## src/core/serial_control_port_consts.vh

```
// constants for the serial control port
`ifndef SERIAL_CONTROL_PORT_CONSTS_VH
`define SERIAL_CONTROL_PORT_CONSTS_VH
`define SPI_CHIP_ADDR 7'h10
`define I2C_ADDR_HI 4'h2
`define PTR_STEP_BIT 7
`define PTR_RESET 8'h00
`define IRQ_ACT_HIGH 2'h0
`define IRQ_ACT_LOW 2'h1
`define IRQ_OPEN_DRAIN 2'h2
`define TRIG_RISE 2'h0
`define TRIG_FALL 2'h1
`define TRIG_LEVEL 2'h2
`define MODE_NONE 2'h0
`define MODE_SPI 2'h1
`define MODE_I2C 2'h2
`endif

```

## src/core/serial_control_port.v

```verilog
// spi / i2c slave control port with interrupt pin
`timescale 1ns/1ps
`include "serial_control_port_consts.vh"
module serial_control_port #(
  parameter N_IRQ = 8
) (
  input wire clock_i,
  input wire rst_n_i,
  input wire control_bit_clock_i,
  input wire control_serial_in_i,
  input wire sda_i,
  input wire addr0_or_select_pin_i,
  input wire address_bit1_pin_i,
  input wire emphasis_flag_pin_i,
  input wire [7:0] reg_rdata_i,
  input wire [1:0] irq_pin_drive_select_i,
  input wire [N_IRQ-1:0] irq_cond_i,
  input wire [N_IRQ-1:0] irq_mask_i,
  input wire [2*N_IRQ-1:0] irq_trig_i,
  input wire [N_IRQ-1:0] irq_clear_i,
  output reg control_serial_out_o,
  output reg control_serial_out_oe_n_o,
  output reg sda_o,
  output reg sda_oe_n_o,
  output reg [6:0] reg_addr_o,
  output reg [7:0] reg_wdata_o,
  output reg reg_write_o,
  output reg reg_read_o,
  output reg [1:0] port_mode_o,
  output reg pointer_auto_step_o,
  output reg irq_o,
  output reg irq_oe_n_o,
  output reg [N_IRQ-1:0] irq_status_o
);
  // two-flop synchronisers, all pins except the emphasis strap
  reg [1:0] s_clk, s_din, s_sda, s_sel, s_ad1;
  reg clk_d, sda_d, sel_d;
  always @(posedge clock_i) begin
    if (!rst_n_i) begin
      s_clk <= 2'b11; // bit clock idles high, so no false edge after reset
      s_din <= 2'b00;
      s_ad1 <= 2'b00;
      s_sda <= 2'b11;
      s_sel <= 2'b11;
      clk_d <= 1'b1;
      sda_d <= 1'b1;
      sel_d <= 1'b1;
    end else begin
      s_clk <= {s_clk[0], control_bit_clock_i};
      s_din <= {s_din[0], control_serial_in_i};
      s_sda <= {s_sda[0], sda_i};
      s_sel <= {s_sel[0], addr0_or_select_pin_i};
      s_ad1 <= {s_ad1[0], address_bit1_pin_i};
      clk_d <= s_clk[1];
      sda_d <= s_sda[1];
      sel_d <= s_sel[1];
    end
  end
  wire clk_s = s_clk[1];
  wire rise = clk_s & ~clk_d;
  wire fall = ~clk_s & clk_d;
  wire sel_s = s_sel[1];
  wire sel_fall = ~sel_s & sel_d;
  wire sel_rise = sel_s & ~sel_d;
  wire start = clk_s & sda_d & ~s_sda[1];
  wire stop = clk_s & ~sda_d & s_sda[1];
  // strap capture while held in reset
  reg strap2;
  always @(posedge clock_i) begin
    if (!rst_n_i)
      strap2 <= emphasis_flag_pin_i;
  end
  localparam ST_ADDR = 3'd0, ST_PTR = 3'd1, ST_DATA = 3'd2, ST_READ = 3'd3,
             ST_IDLE = 3'd4, ST_ACK = 3'd5, ST_RACK = 3'd6;
  reg [2:0] state, after_ack;
  reg [2:0] bits;
  reg [7:0] shift, tx;
  reg rw, mode_locked;
  wire [6:0] i2c_addr = {`I2C_ADDR_HI, strap2, s_ad1[1], sel_s};
  wire [7:0] byte_in = {shift[6:0], (port_mode_o == `MODE_SPI) ? s_din[1] : s_sda[1]};
  wire step = pointer_auto_step_o;
  always @(posedge clock_i) begin
    if (!rst_n_i) begin
      state <= ST_IDLE;
      after_ack <= ST_IDLE;
      bits <= 3'd0;
      shift <= 8'h00;
      tx <= 8'h00;
      rw <= 1'b0;
      mode_locked <= 1'b0;
      port_mode_o <= `MODE_NONE;
      reg_addr_o <= 7'h00;
      pointer_auto_step_o <= 1'b0;
      reg_wdata_o <= 8'h00;
      reg_write_o <= 1'b0;
      reg_read_o <= 1'b0;
      control_serial_out_o <= 1'b0;
      control_serial_out_oe_n_o <= 1'b1;
      sda_o <= 1'b0;
      sda_oe_n_o <= 1'b1;
    end else begin
      reg_write_o <= 1'b0;
      reg_read_o <= 1'b0;
      if (!mode_locked) begin
        if (sel_fall) begin
          port_mode_o <= `MODE_SPI;
          mode_locked <= 1'b1;
          state <= ST_ADDR;
          bits <= 3'd0;
        end else if (start) begin
          port_mode_o <= `MODE_I2C;
          mode_locked <= 1'b1;
          state <= ST_ADDR;
          bits <= 3'd0;
        end
      end else if (port_mode_o == `MODE_SPI) begin
        if (sel_s) begin
          state <= ST_ADDR;
          bits <= 3'd0;
          control_serial_out_oe_n_o <= 1'b1;
        end else if (rise && state != ST_READ && state != ST_IDLE) begin
          shift <= byte_in;
          bits <= bits + 3'd1;
          if (bits == 3'd7) begin
            case (state)
              ST_ADDR: begin
                if (byte_in[7:1] == `SPI_CHIP_ADDR) begin
                  rw <= byte_in[0];
                  state <= byte_in[0] ? ST_READ : ST_PTR;
                  tx <= reg_rdata_i;
                  reg_read_o <= byte_in[0];
                end else
                  state <= ST_IDLE;
              end
              ST_PTR: begin
                pointer_auto_step_o <= byte_in[`PTR_STEP_BIT];
                reg_addr_o <= byte_in[6:0];
                state <= ST_DATA;
              end
              ST_DATA: begin
                reg_wdata_o <= byte_in;
                reg_write_o <= 1'b1;
              end
              default: state <= ST_IDLE;
            endcase
          end
        end else if (state == ST_DATA && reg_write_o && step) begin
          reg_addr_o <= reg_addr_o + 7'd1;
        end else if (state == ST_READ && fall) begin
          control_serial_out_oe_n_o <= 1'b0;
          control_serial_out_o <= tx[7];
          tx <= {tx[6:0], 1'b0};
          bits <= bits + 3'd1;
          if (bits == 3'd7) begin
            if (step)
              reg_addr_o <= reg_addr_o + 7'd1;
          end
        end else if (state == ST_READ && bits == 3'd0 && rise && !control_serial_out_oe_n_o) begin
          tx <= reg_rdata_i;
          reg_read_o <= 1'b1;
        end
        if (state != ST_READ && !sel_s)
          control_serial_out_oe_n_o <= 1'b1;
      end else begin
        if (start) begin
          state <= ST_ADDR;
          bits <= 3'd0;
          sda_oe_n_o <= 1'b1;
        end else if (stop) begin
          state <= ST_IDLE;
          sda_oe_n_o <= 1'b1;
        end else if (rise) begin
          case (state)
            ST_ADDR, ST_PTR, ST_DATA: begin
              shift <= byte_in;
              bits <= bits + 3'd1;
              if (bits == 3'd7) begin
                after_ack <= ST_IDLE;
                if (state == ST_ADDR) begin
                  if (byte_in[7:1] == i2c_addr) begin
                    rw <= byte_in[0];
                    after_ack <= byte_in[0] ? ST_READ : ST_PTR;
                    state <= ST_ACK;
                  end else
                    state <= ST_IDLE;
                end else if (state == ST_PTR) begin
                  pointer_auto_step_o <= byte_in[`PTR_STEP_BIT];
                  reg_addr_o <= byte_in[6:0];
                  after_ack <= ST_DATA;
                  state <= ST_ACK;
                end else begin
                  reg_wdata_o <= byte_in;
                  reg_write_o <= 1'b1;
                  after_ack <= ST_DATA;
                  state <= ST_ACK;
                end
              end
            end
            ST_READ: begin
              bits <= bits + 3'd1;
              if (bits == 3'd7)
                state <= ST_RACK;
            end
            ST_RACK: begin
              if (s_sda[1])
                state <= ST_IDLE;
              else begin
                state <= ST_READ;
                bits <= 3'd0;
              end
              if (step)
                reg_addr_o <= reg_addr_o + 7'd1;
            end
            ST_ACK: state <= after_ack;
            default: state <= state;
          endcase
        end else if (fall) begin
          case (state)
            ST_ACK: begin
              sda_o <= 1'b0;
              sda_oe_n_o <= 1'b0;
              bits <= 3'd0;
            end
            ST_READ: begin
              if (bits == 3'd0) begin
                sda_o <= reg_rdata_i[7];
                tx <= {reg_rdata_i[6:0], 1'b0};
                reg_read_o <= 1'b1;
              end else begin
                sda_o <= tx[7];
                tx <= {tx[6:0], 1'b0};
              end
              sda_oe_n_o <= reg_rdata_i[7] & (bits == 3'd0) | tx[7] & (bits != 3'd0);
            end
            ST_RACK: sda_oe_n_o <= 1'b1;
            default: sda_oe_n_o <= 1'b1;
          endcase
          if (reg_write_o && step)
            reg_addr_o <= reg_addr_o + 7'd1;
        end else if (reg_write_o && step) begin
          reg_addr_o <= reg_addr_o + 7'd1;
        end
      end
    end
  end
  wire [N_IRQ-1:0] status;
  wire any;
  irq_source_logic #(.N(N_IRQ)) u_irq (
    .clock_i(clock_i),
    .rst_n_i(rst_n_i),
    .cond_i(irq_cond_i),
    .mask_i(irq_mask_i),
    .trig_i(irq_trig_i),
    .clear_i(irq_clear_i),
    .status_o(status),
    .any_o(any)
  );
  always @(posedge clock_i) begin
    if (!rst_n_i) begin
      irq_o <= 1'b0;
      irq_oe_n_o <= 1'b0;
      irq_status_o <= {N_IRQ{1'b0}};
    end else begin
      irq_status_o <= status;
      case (irq_pin_drive_select_i)
        `IRQ_ACT_HIGH: begin
          irq_o <= any;
          irq_oe_n_o <= 1'b0;
        end
        `IRQ_ACT_LOW: begin
          irq_o <= ~any;
          irq_oe_n_o <= 1'b0;
        end
        `IRQ_OPEN_DRAIN: begin
          irq_o <= 1'b0;
          irq_oe_n_o <= ~any;
        end
        default: begin
          irq_o <= 1'b0;
          irq_oe_n_o <= 1'b1;
        end
      endcase
    end
  end
endmodule // serial_control_port

```

## src/core/irq_source_logic.v

```verilog
// per-source interrupt trigger and mask logic
`timescale 1ns/1ps
`include "serial_control_port_consts.vh"
module irq_source_logic #(
  parameter N = 8
) (
  input wire clock_i,
  input wire rst_n_i,
  input wire [N-1:0] cond_i,
  input wire [N-1:0] mask_i,
  input wire [2*N-1:0] trig_i,
  input wire [N-1:0] clear_i,
  output wire [N-1:0] status_o,
  output wire any_o
);
  reg [N-1:0] prev;
  reg [N-1:0] status;
  genvar g;
  generate
    for (g = 0; g < N; g = g + 1) begin : src
      wire [1:0] t = trig_i[2*g+1:2*g];
      wire hit = (t == `TRIG_RISE) ? (cond_i[g] & ~prev[g]) :
                 (t == `TRIG_FALL) ? (~cond_i[g] & prev[g]) :
                 (t == `TRIG_LEVEL) ? cond_i[g] : 1'b0;
      always @(posedge clock_i) begin
        if (!rst_n_i) begin
          prev[g] <= 1'b0;
          status[g] <= 1'b0;
        end else begin
          prev[g] <= cond_i[g];
          if (hit)
            status[g] <= 1'b1;
          else if (clear_i[g])
            status[g] <= 1'b0;
        end
      end
    end
  endgenerate
  assign status_o = status;
  assign any_o = |(status & mask_i);
endmodule // irq_source_logic

```

## config.mk

```make
export PLATFORM = sky130hd
export DESIGN_NAME = serial_control_port
export DESIGN_NICKNAME = d
export VERILOG_FILES = /design/src/core/serial_control_port.v /design/src/core/irq_source_logic.v
export VERILOG_INCLUDE_DIRS = /design/src /design/src/core
export SDC_FILE = /design/constraint.sdc
export NUM_CORES = 1
export LEC_CHECK = 0
export ABC_AREA = 1
export BUFFER_PORTS_ARGS = -buffer_cell sky130_fd_sc_hd__buf_2
export CAP_MARGIN = 20
export CORE_ASPECT_RATIO = 1.25
export CORE_MARGIN = 2
export CORE_UTILIZATION = 50
export CTS_BUF_LIST = sky130_fd_sc_hd__clkbuf_4
export DETAILED_ROUTE_END_ITERATION = 10
export PLACE_DENSITY_LB_ADDON = 0.05
export SLEW_MARGIN = 15
export SYNTH_ARGS = -nofsm -noshare
export SYNTH_HDL_FRONTEND = slang
export SYNTH_SLANG_ARGS = --single-unit
```

## constraint.sdc

```tcl
create_clock -name clock_i -period 5.4 [get_ports clock_i]
set_clock_uncertainty 0.1 [all_clocks]
set_input_delay 0.54 -clock clock_i [delete_from_list [all_inputs] [get_ports clock_i]]
set_output_delay 0.54 -clock clock_i [all_outputs]
set_load 0.02 [all_outputs]
```

== Yosys cells after proc, flatten, opt, wreduce, memory -nomap -nowiden ==
Cells that the tools add are included.
Cells by class
  add/subtract/negate cells: 2
  multiplexer cells: 182
  eq/ne operators: 64
  bitwise logic cells: 56
  reductions and logical operators: 60
Operators with widths (number)
  8-bit 2-to-1 mux: 27
  7-bit 2-to-1 mux: 22
  1-bit 2-to-1 mux: 93
  3-bit 2-to-1 mux: 29
  1-bit NOT: 29
  2-bit nonzero test: 14
  1-bit bitwise AND: 25
  11-bit AND reduction: 2
  7-bit AND reduction: 3
  2-bit by 1-bit == test with 1-bit output (second input constant): 10
  2-bit == test (second input constant): 9
  2-bit logical NOT: 9
  3-bit by 2-bit inequality test with 1-bit output (second input constant): 6
  8-bit AND reduction: 2
  3-bit nonzero test: 5
  7-bit case mux with 2 select lines: 1
  4-bit by 1-bit inequality test with 1-bit output (second input constant): 3
  4-bit by 3-bit inequality test with 1-bit output (second input constant): 3
  4-bit inequality test (second input constant): 3
  6-bit inequality test (second input constant): 2
  3-bit case mux with 4 select lines: 1
  12-bit AND reduction: 1
  1-bit logical AND: 10
  2-bit by 1-bit inequality test with 1-bit output (second input constant): 5
  33 further kinds: 50
Word-level totals
  word-level logic and storage cells: 408
  register bits after elaboration: 89
  bits of input ports: 58

== Longest topological paths before layout ==
  depth after elaboration: 10
  gate-level depth with buffers: 13
  depth with buffers taken out: 13

== Modules after synthesis ==
Synthesis repeated with hierarchy kept, for this count alone.
Second synthesis, totals
  cells, all modules: 816
  area total of the unflattened synthesis: 5048.6 µm²
Modules (own cells, without submodules)
  serial_control_port: seq. area each 1471.4 µm², instances 1, cells an instance 649, area each 4117.7 µm²
  irq_source_logic: seq. area each 320.3 µm², instances 1, cells an instance 167, area each 930.9 µm²

== Worst setup path after synthesis ==
Ideal clock, no wire load.
  kind: reg-to-reg
  start: reg port_mode_o[1]
  end: reg reg_wdata_o[2]
  path slack: 3.643 ns
  arrival: 1.524 ns
  stages on the path, launching flop included: 9
  buffers on the path: 1
  setup time: 0.133 ns
  required time: 5.167 ns
  cell sequence: dfxtp_1 inv_1 nand2_1 buf_6 nand2_4 o31ai_4 nand3_4 nand2_1 a21oi_1
Between the ends
  longest elaborated chain between the ends: 3
Ends and longest elaborated chain
  start: declaration: RTL line serial_control_port.v:29  | output reg [1:0] port_mode_o,
  start signal: assignment: RTL line serial_control_port.v:91  | port_mode_o <= `MODE_NONE;
  start signal: assignment: RTL line serial_control_port.v:106  | port_mode_o <= `MODE_SPI;
  start signal: assignment: RTL line serial_control_port.v:111  | port_mode_o <= `MODE_I2C;
  2-bit by 1-bit == test with 1-bit output (no line) (*)
  2-bit by 1-bit inequality test with 1-bit output (no line) (tied with other cells)
  11-bit AND reduction (no line)
  end signal: assignment: RTL line serial_control_port.v:141  | reg_wdata_o <= byte_in;
  end signal: assignment: RTL line serial_control_port.v:192  | reg_wdata_o <= byte_in;
  end: declaration: RTL line serial_control_port.v:26  | output reg [7:0] reg_wdata_o,
Every way passes the cells marked *; elsewhere a longest branch is shown, timed or not.
A chain may end at the register's enable or synchronous reset.

== Final worst setup path ==
  start: reg port_mode_o[1]
  end: reg reg_wdata_o[0]
Between the ends
  longest elaborated chain between the ends: 10
Ends and longest elaborated chain
  2-bit by 1-bit == test with 1-bit output (no line) (*)
  1-bit 2-to-1 mux: RTL line serial_control_port.v:80  | wire [7:0] byte_in = {shift[6:0], (port_mode_o == `MODE_SPI) ? s_din[1] : s_sda[1]};
  8-bit 2-to-1 mux: RTL line serial_control_port.v:186  | end else if (state == ST_PTR) begin
  8-bit 2-to-1 mux: RTL line serial_control_port.v:179  | if (state == ST_ADDR) begin
  8-bit 2-to-1 mux: RTL line serial_control_port.v:177  | if (bits == 3'd7) begin
  8-bit 2-to-1 mux: RTL line serial_control_port.v:173  | case (state)
  8-bit 2-to-1 mux: RTL line serial_control_port.v:172  | end else if (rise) begin
  8-bit 2-to-1 mux: RTL line serial_control_port.v:169  | end else if (stop) begin
  8-bit 2-to-1 mux: RTL line serial_control_port.v:165  | if (start) begin
  8-bit 2-to-1 mux: RTL line serial_control_port.v:116  | end else if (port_mode_o == `MODE_SPI) begin
Every way passes the cells marked *; elsewhere a longest branch is shown, timed or not. The select of a mux whose other input is x is not followed.

==> results.md <==
- Run status: finished clean
- Post-route ant nets: 0
- Fin. Hold Viols: 0
- Clock transition at path regs: 160 ps
- VDD IR max: 0.146 mV
- DRT iter0 DRCs: 289
- Post-synthesis net count: 861
- Pint: 912 uW
- RSZ-0062 raised after global routing: no
- Clock network fraction of total power: 0.298
- Critical path's top delay family: simple AND/OR/NAND/NOR gates
- Share of cells above drive strength 1: 0.180
- Placed cell area: 5570 um^2
- Drt pass-1 iters: 5
- Max-slew headroom: 0.483
- TritonCTS clock tree: done
- P_leak: 0.00299 uW
- Die Span X: 94.0 um
- Max frequency: 398 MHz
- First-pass GRT wire length: 21300 um
- Clk sinks: 89
- DR vias/cell: 5.16
- Cell area after synthesis: 5060 um^2
- M3 GR Usage: 0.0471
- Worst-path maximum fanout: 20
- CP peak stage delay: 570 ps
- ANT cells: 0
- Switching power: 435 uW
- Least-Margin Pin Slew: 774 ps
- Largest net degree at the start of global routing: 62
- Synthesized flop and latch total: 89
- Max-slew violations: 0
- CP Launch Type: flop
- Via count: 5226
- Critical path, cell by cell: inv_1, nand2_1, nand2_1, nand2_1, o21ai_1, nor2_2, nand3_4, nand2_1, a21oi_1
- Ys Warns: 0
- Grt met2 use: 0.429
- Initial antenna violation count: 0
- Die area: 10900 um^2
- Grt ovf: 0
- Top_reg_cell synth: dfxtp_1
- Max-cap viol count: 0
- Wirelength per Cell: 13.1 um
- Max clock buf depth: 2
- Initial Utilization: 0.508
- Cells after Synth: 797
- Critical Path RT: 5660 ps
- IO Pins: 92
- Synth cell types: 43
- Most frequent cell on the critical path: nand2_1
- Number of H-tree levels: 3
- Final instance area: 5720 um^2
- Cell Rows: 41
- Multi-input gate area: 2640 um^2
- Power Dens Cells: 236 nW/um^2
- Critical path arrival: 2770 ps
- Core ar.: 9950 um^2
- Setup TNS: 0 ps
- Pre-CTS WS: 2920 ps
- Dpl hpwl: 9880 um
- DRC violations left: 0
- Synthesis-to-finish area growth: 13.0%
- Kind of critical path: reg -> reg
- Part of the power in combinational logic: 0.176
- Die height: 116 um
- Routed WL: 13200 um
- Root buffer cell: clkbuf_4
- Number of global-route vias before repair: 4727
- FILL cells: 1056
- Ratio of final minimum period to clock period: 0.465
- Final min period: 2510 ps
- Placer congestion estimate: 0.951
- Total track usage: 0.244
- Avg Inst Size Synth: 6.35 um^2
- PostCTS Resize Cnt: 0
- IO buf count: 91
- Seq. cell area: 1790 um^2
- Number of CTS-inserted buffers: 9
- Top Usage Layer GRT: met2
- Met1 usage: 0.281
- Switching Share: 0.323
- Clk_lat worst skew: 470 ps
- Worst min-delay path class: in -> reg
- Sequential power share: 0.526
- Hold-fix buffers, CTS: 0
- Register area share after synthesis: 0.354
- Post-CTS setup buffer count: 0
- Worst path buffer plus inverter count: 1
- Final setup viols: 0
- # nets final: 942
- Post-synth EDFFs: 1
- Setup slack after layout: 2890 ps
- CP max-delay cell: nand2_1
- Endpoint class of the critical path: flop
- FFs w/ async S/R, synth: 0
[worst paths after layout]
| kind | startpoint | depth (start not counted) | slack, ps | end |
|---|---|---|---|---|
| setup / recovery | port_mode_o[1] | 9 | 2890 | reg_wdata_o[0] |
| hold / removal | control_serial_in_i | 3 | 140 | s_din[0] |
| setup reg to reg | port_mode_o[1] | 9 | 2890 | reg_wdata_o[0] |
| hold reg to reg | s_ad1[0] | 2 | 330 | s_ad1[1] |
[power groups by stage]
stage | Combinational, uW | Clock (uW) | Sequential, uW
CTS | 237 | 410 | 709
global placement | 233 | 0 | 722
floorplan | 173 | 0 | 717
detailed placement | 236 | 0 | 723
global route | 268 | 437 | 712
finish | 238 | 401 | 709
[registers in the layout, summed over array words and instances, names as in the netlist, 3 cells and up]
register,count
after_ack,3
bits,3
irq_status_o,8
reg_addr_o,7
reg_wdata_o,8
shift,7
state,3
tx,8
u_irq.prev,8
u_irq.status_o,8
[metrics by stage]
stage           util  total power (uW)  hold slack (ps)  std cells
3_5_place_dp   0.559               959              301        996
4_1_cts        0.574              1360              116       1012
5_1_grt        0.574              1420              121       1012
2_1_floorplan      -               891              290        797
3_3_place_gp   0.559               955              294        996
6_report       0.574              1350              141       1012
[cells by family after synthesis]
logic type / synth area share
simple gates: 0.372
buf+inv: 0.124
compound gates: 0.133
flops: 0.354
fa+ha+maj: 0.0148
xor+xnor: 0.00173
[worst reg2reg max path, stage by stage (launching register included)]
cell and delay, ps:
dfxtp_1 400, inv_1 60, nand2_1 570, nand2_1 270
nand2_1 200, o21ai_1 130, nor2_2 360, nand3_4 160
nand2_1 110, a21oi_1 70
[layer usage]
metal	vias up	wire length [um]
li1	2677	-
met1	2351	5640
met2	160	6440
met3	38	646
met4	0	492
met5	-	0
[cell usage after synthesis, types with 2 or more instances]
master / n / area share
nand2_1: 232 / 0.17
inv_1: 118 / 0.088
nor2_1: 91 / 0.068
dfxtp_1: 88 / 0.35
nand3_1: 43 / 0.043
a21oi_1: 35 / 0.035
o21ai_0: 28 / 0.028
o21ai_1: 25 / 0.025
nand4_1: 19 / 0.024
inv_2: 13 / 0.0096
clkbuf_1: 12 / 0.0089
o221ai_1: 8 / 0.014
nand2_2: 7 / 0.0087
nor2_2: 7 / 0.0087
o22ai_1: 7 / 0.0087
or2_2: 7 / 0.0087
ha_1: 6 / 0.015
buf_2: 5 / 0.0049
nand3_2: 5 / 0.0099
nand3b_1: 4 / 0.0059
nor2_4: 4 / 0.0089
buf_4: 3 / 0.0045
buf_6: 3 / 0.0067
nor3_1: 3 / 0.0030
o211ai_1: 3 / 0.0045
a22o_1: 2 / 0.0035
and2_1: 2 / 0.0025
o21ai_2: 2 / 0.0035
[cell usage in the layout (no fill, tap or decap), types with 4 or more instances in the layout]
| cell type | Yosys | routed |
|---|---|---|
| nand3b_1 | 4 | 4 |
| a21oi_1 | 35 | 35 |
| nand4_1 | 19 | 19 |
| buf_2 | 5 | 91 |
| nand3_2 | 5 | 5 |
| o22ai_1 | 7 | 7 |
| nand2_2 | 7 | 7 |
| nor2_4 | 4 | 4 |
| inv_2 | 13 | 13 |
| inv_1 | 118 | 118 |
| o21ai_0 | 28 | 28 |
| nand2_1 | 232 | 232 |
| nor2_1 | 91 | 91 |
| nand3_1 | 43 | 43 |
| clkbuf_4 | 0 | 9 |
| nor2_2 | 7 | 7 |
| or2_2 | 7 | 7 |
| o21ai_1 | 25 | 25 |
| ha_1 | 6 | 6 |
| dfxtp_1 | 88 | 88 |
| o221ai_1 | 8 | 8 |
[final cells by class]
type | instances | share of cell area
Inverter | 132 | 0.0871
Clock buffer | 9 | 0.0118
Multi-Input combinational cell | 552 | 0.461
Clock inverter | 7 | 0.0142
Tap cell | 129 | 0.0282
Sequential cell | 89 | 0.313
Timing Repair Buffer | 94 | 0.0836
(Power assumes the default switching activity.)
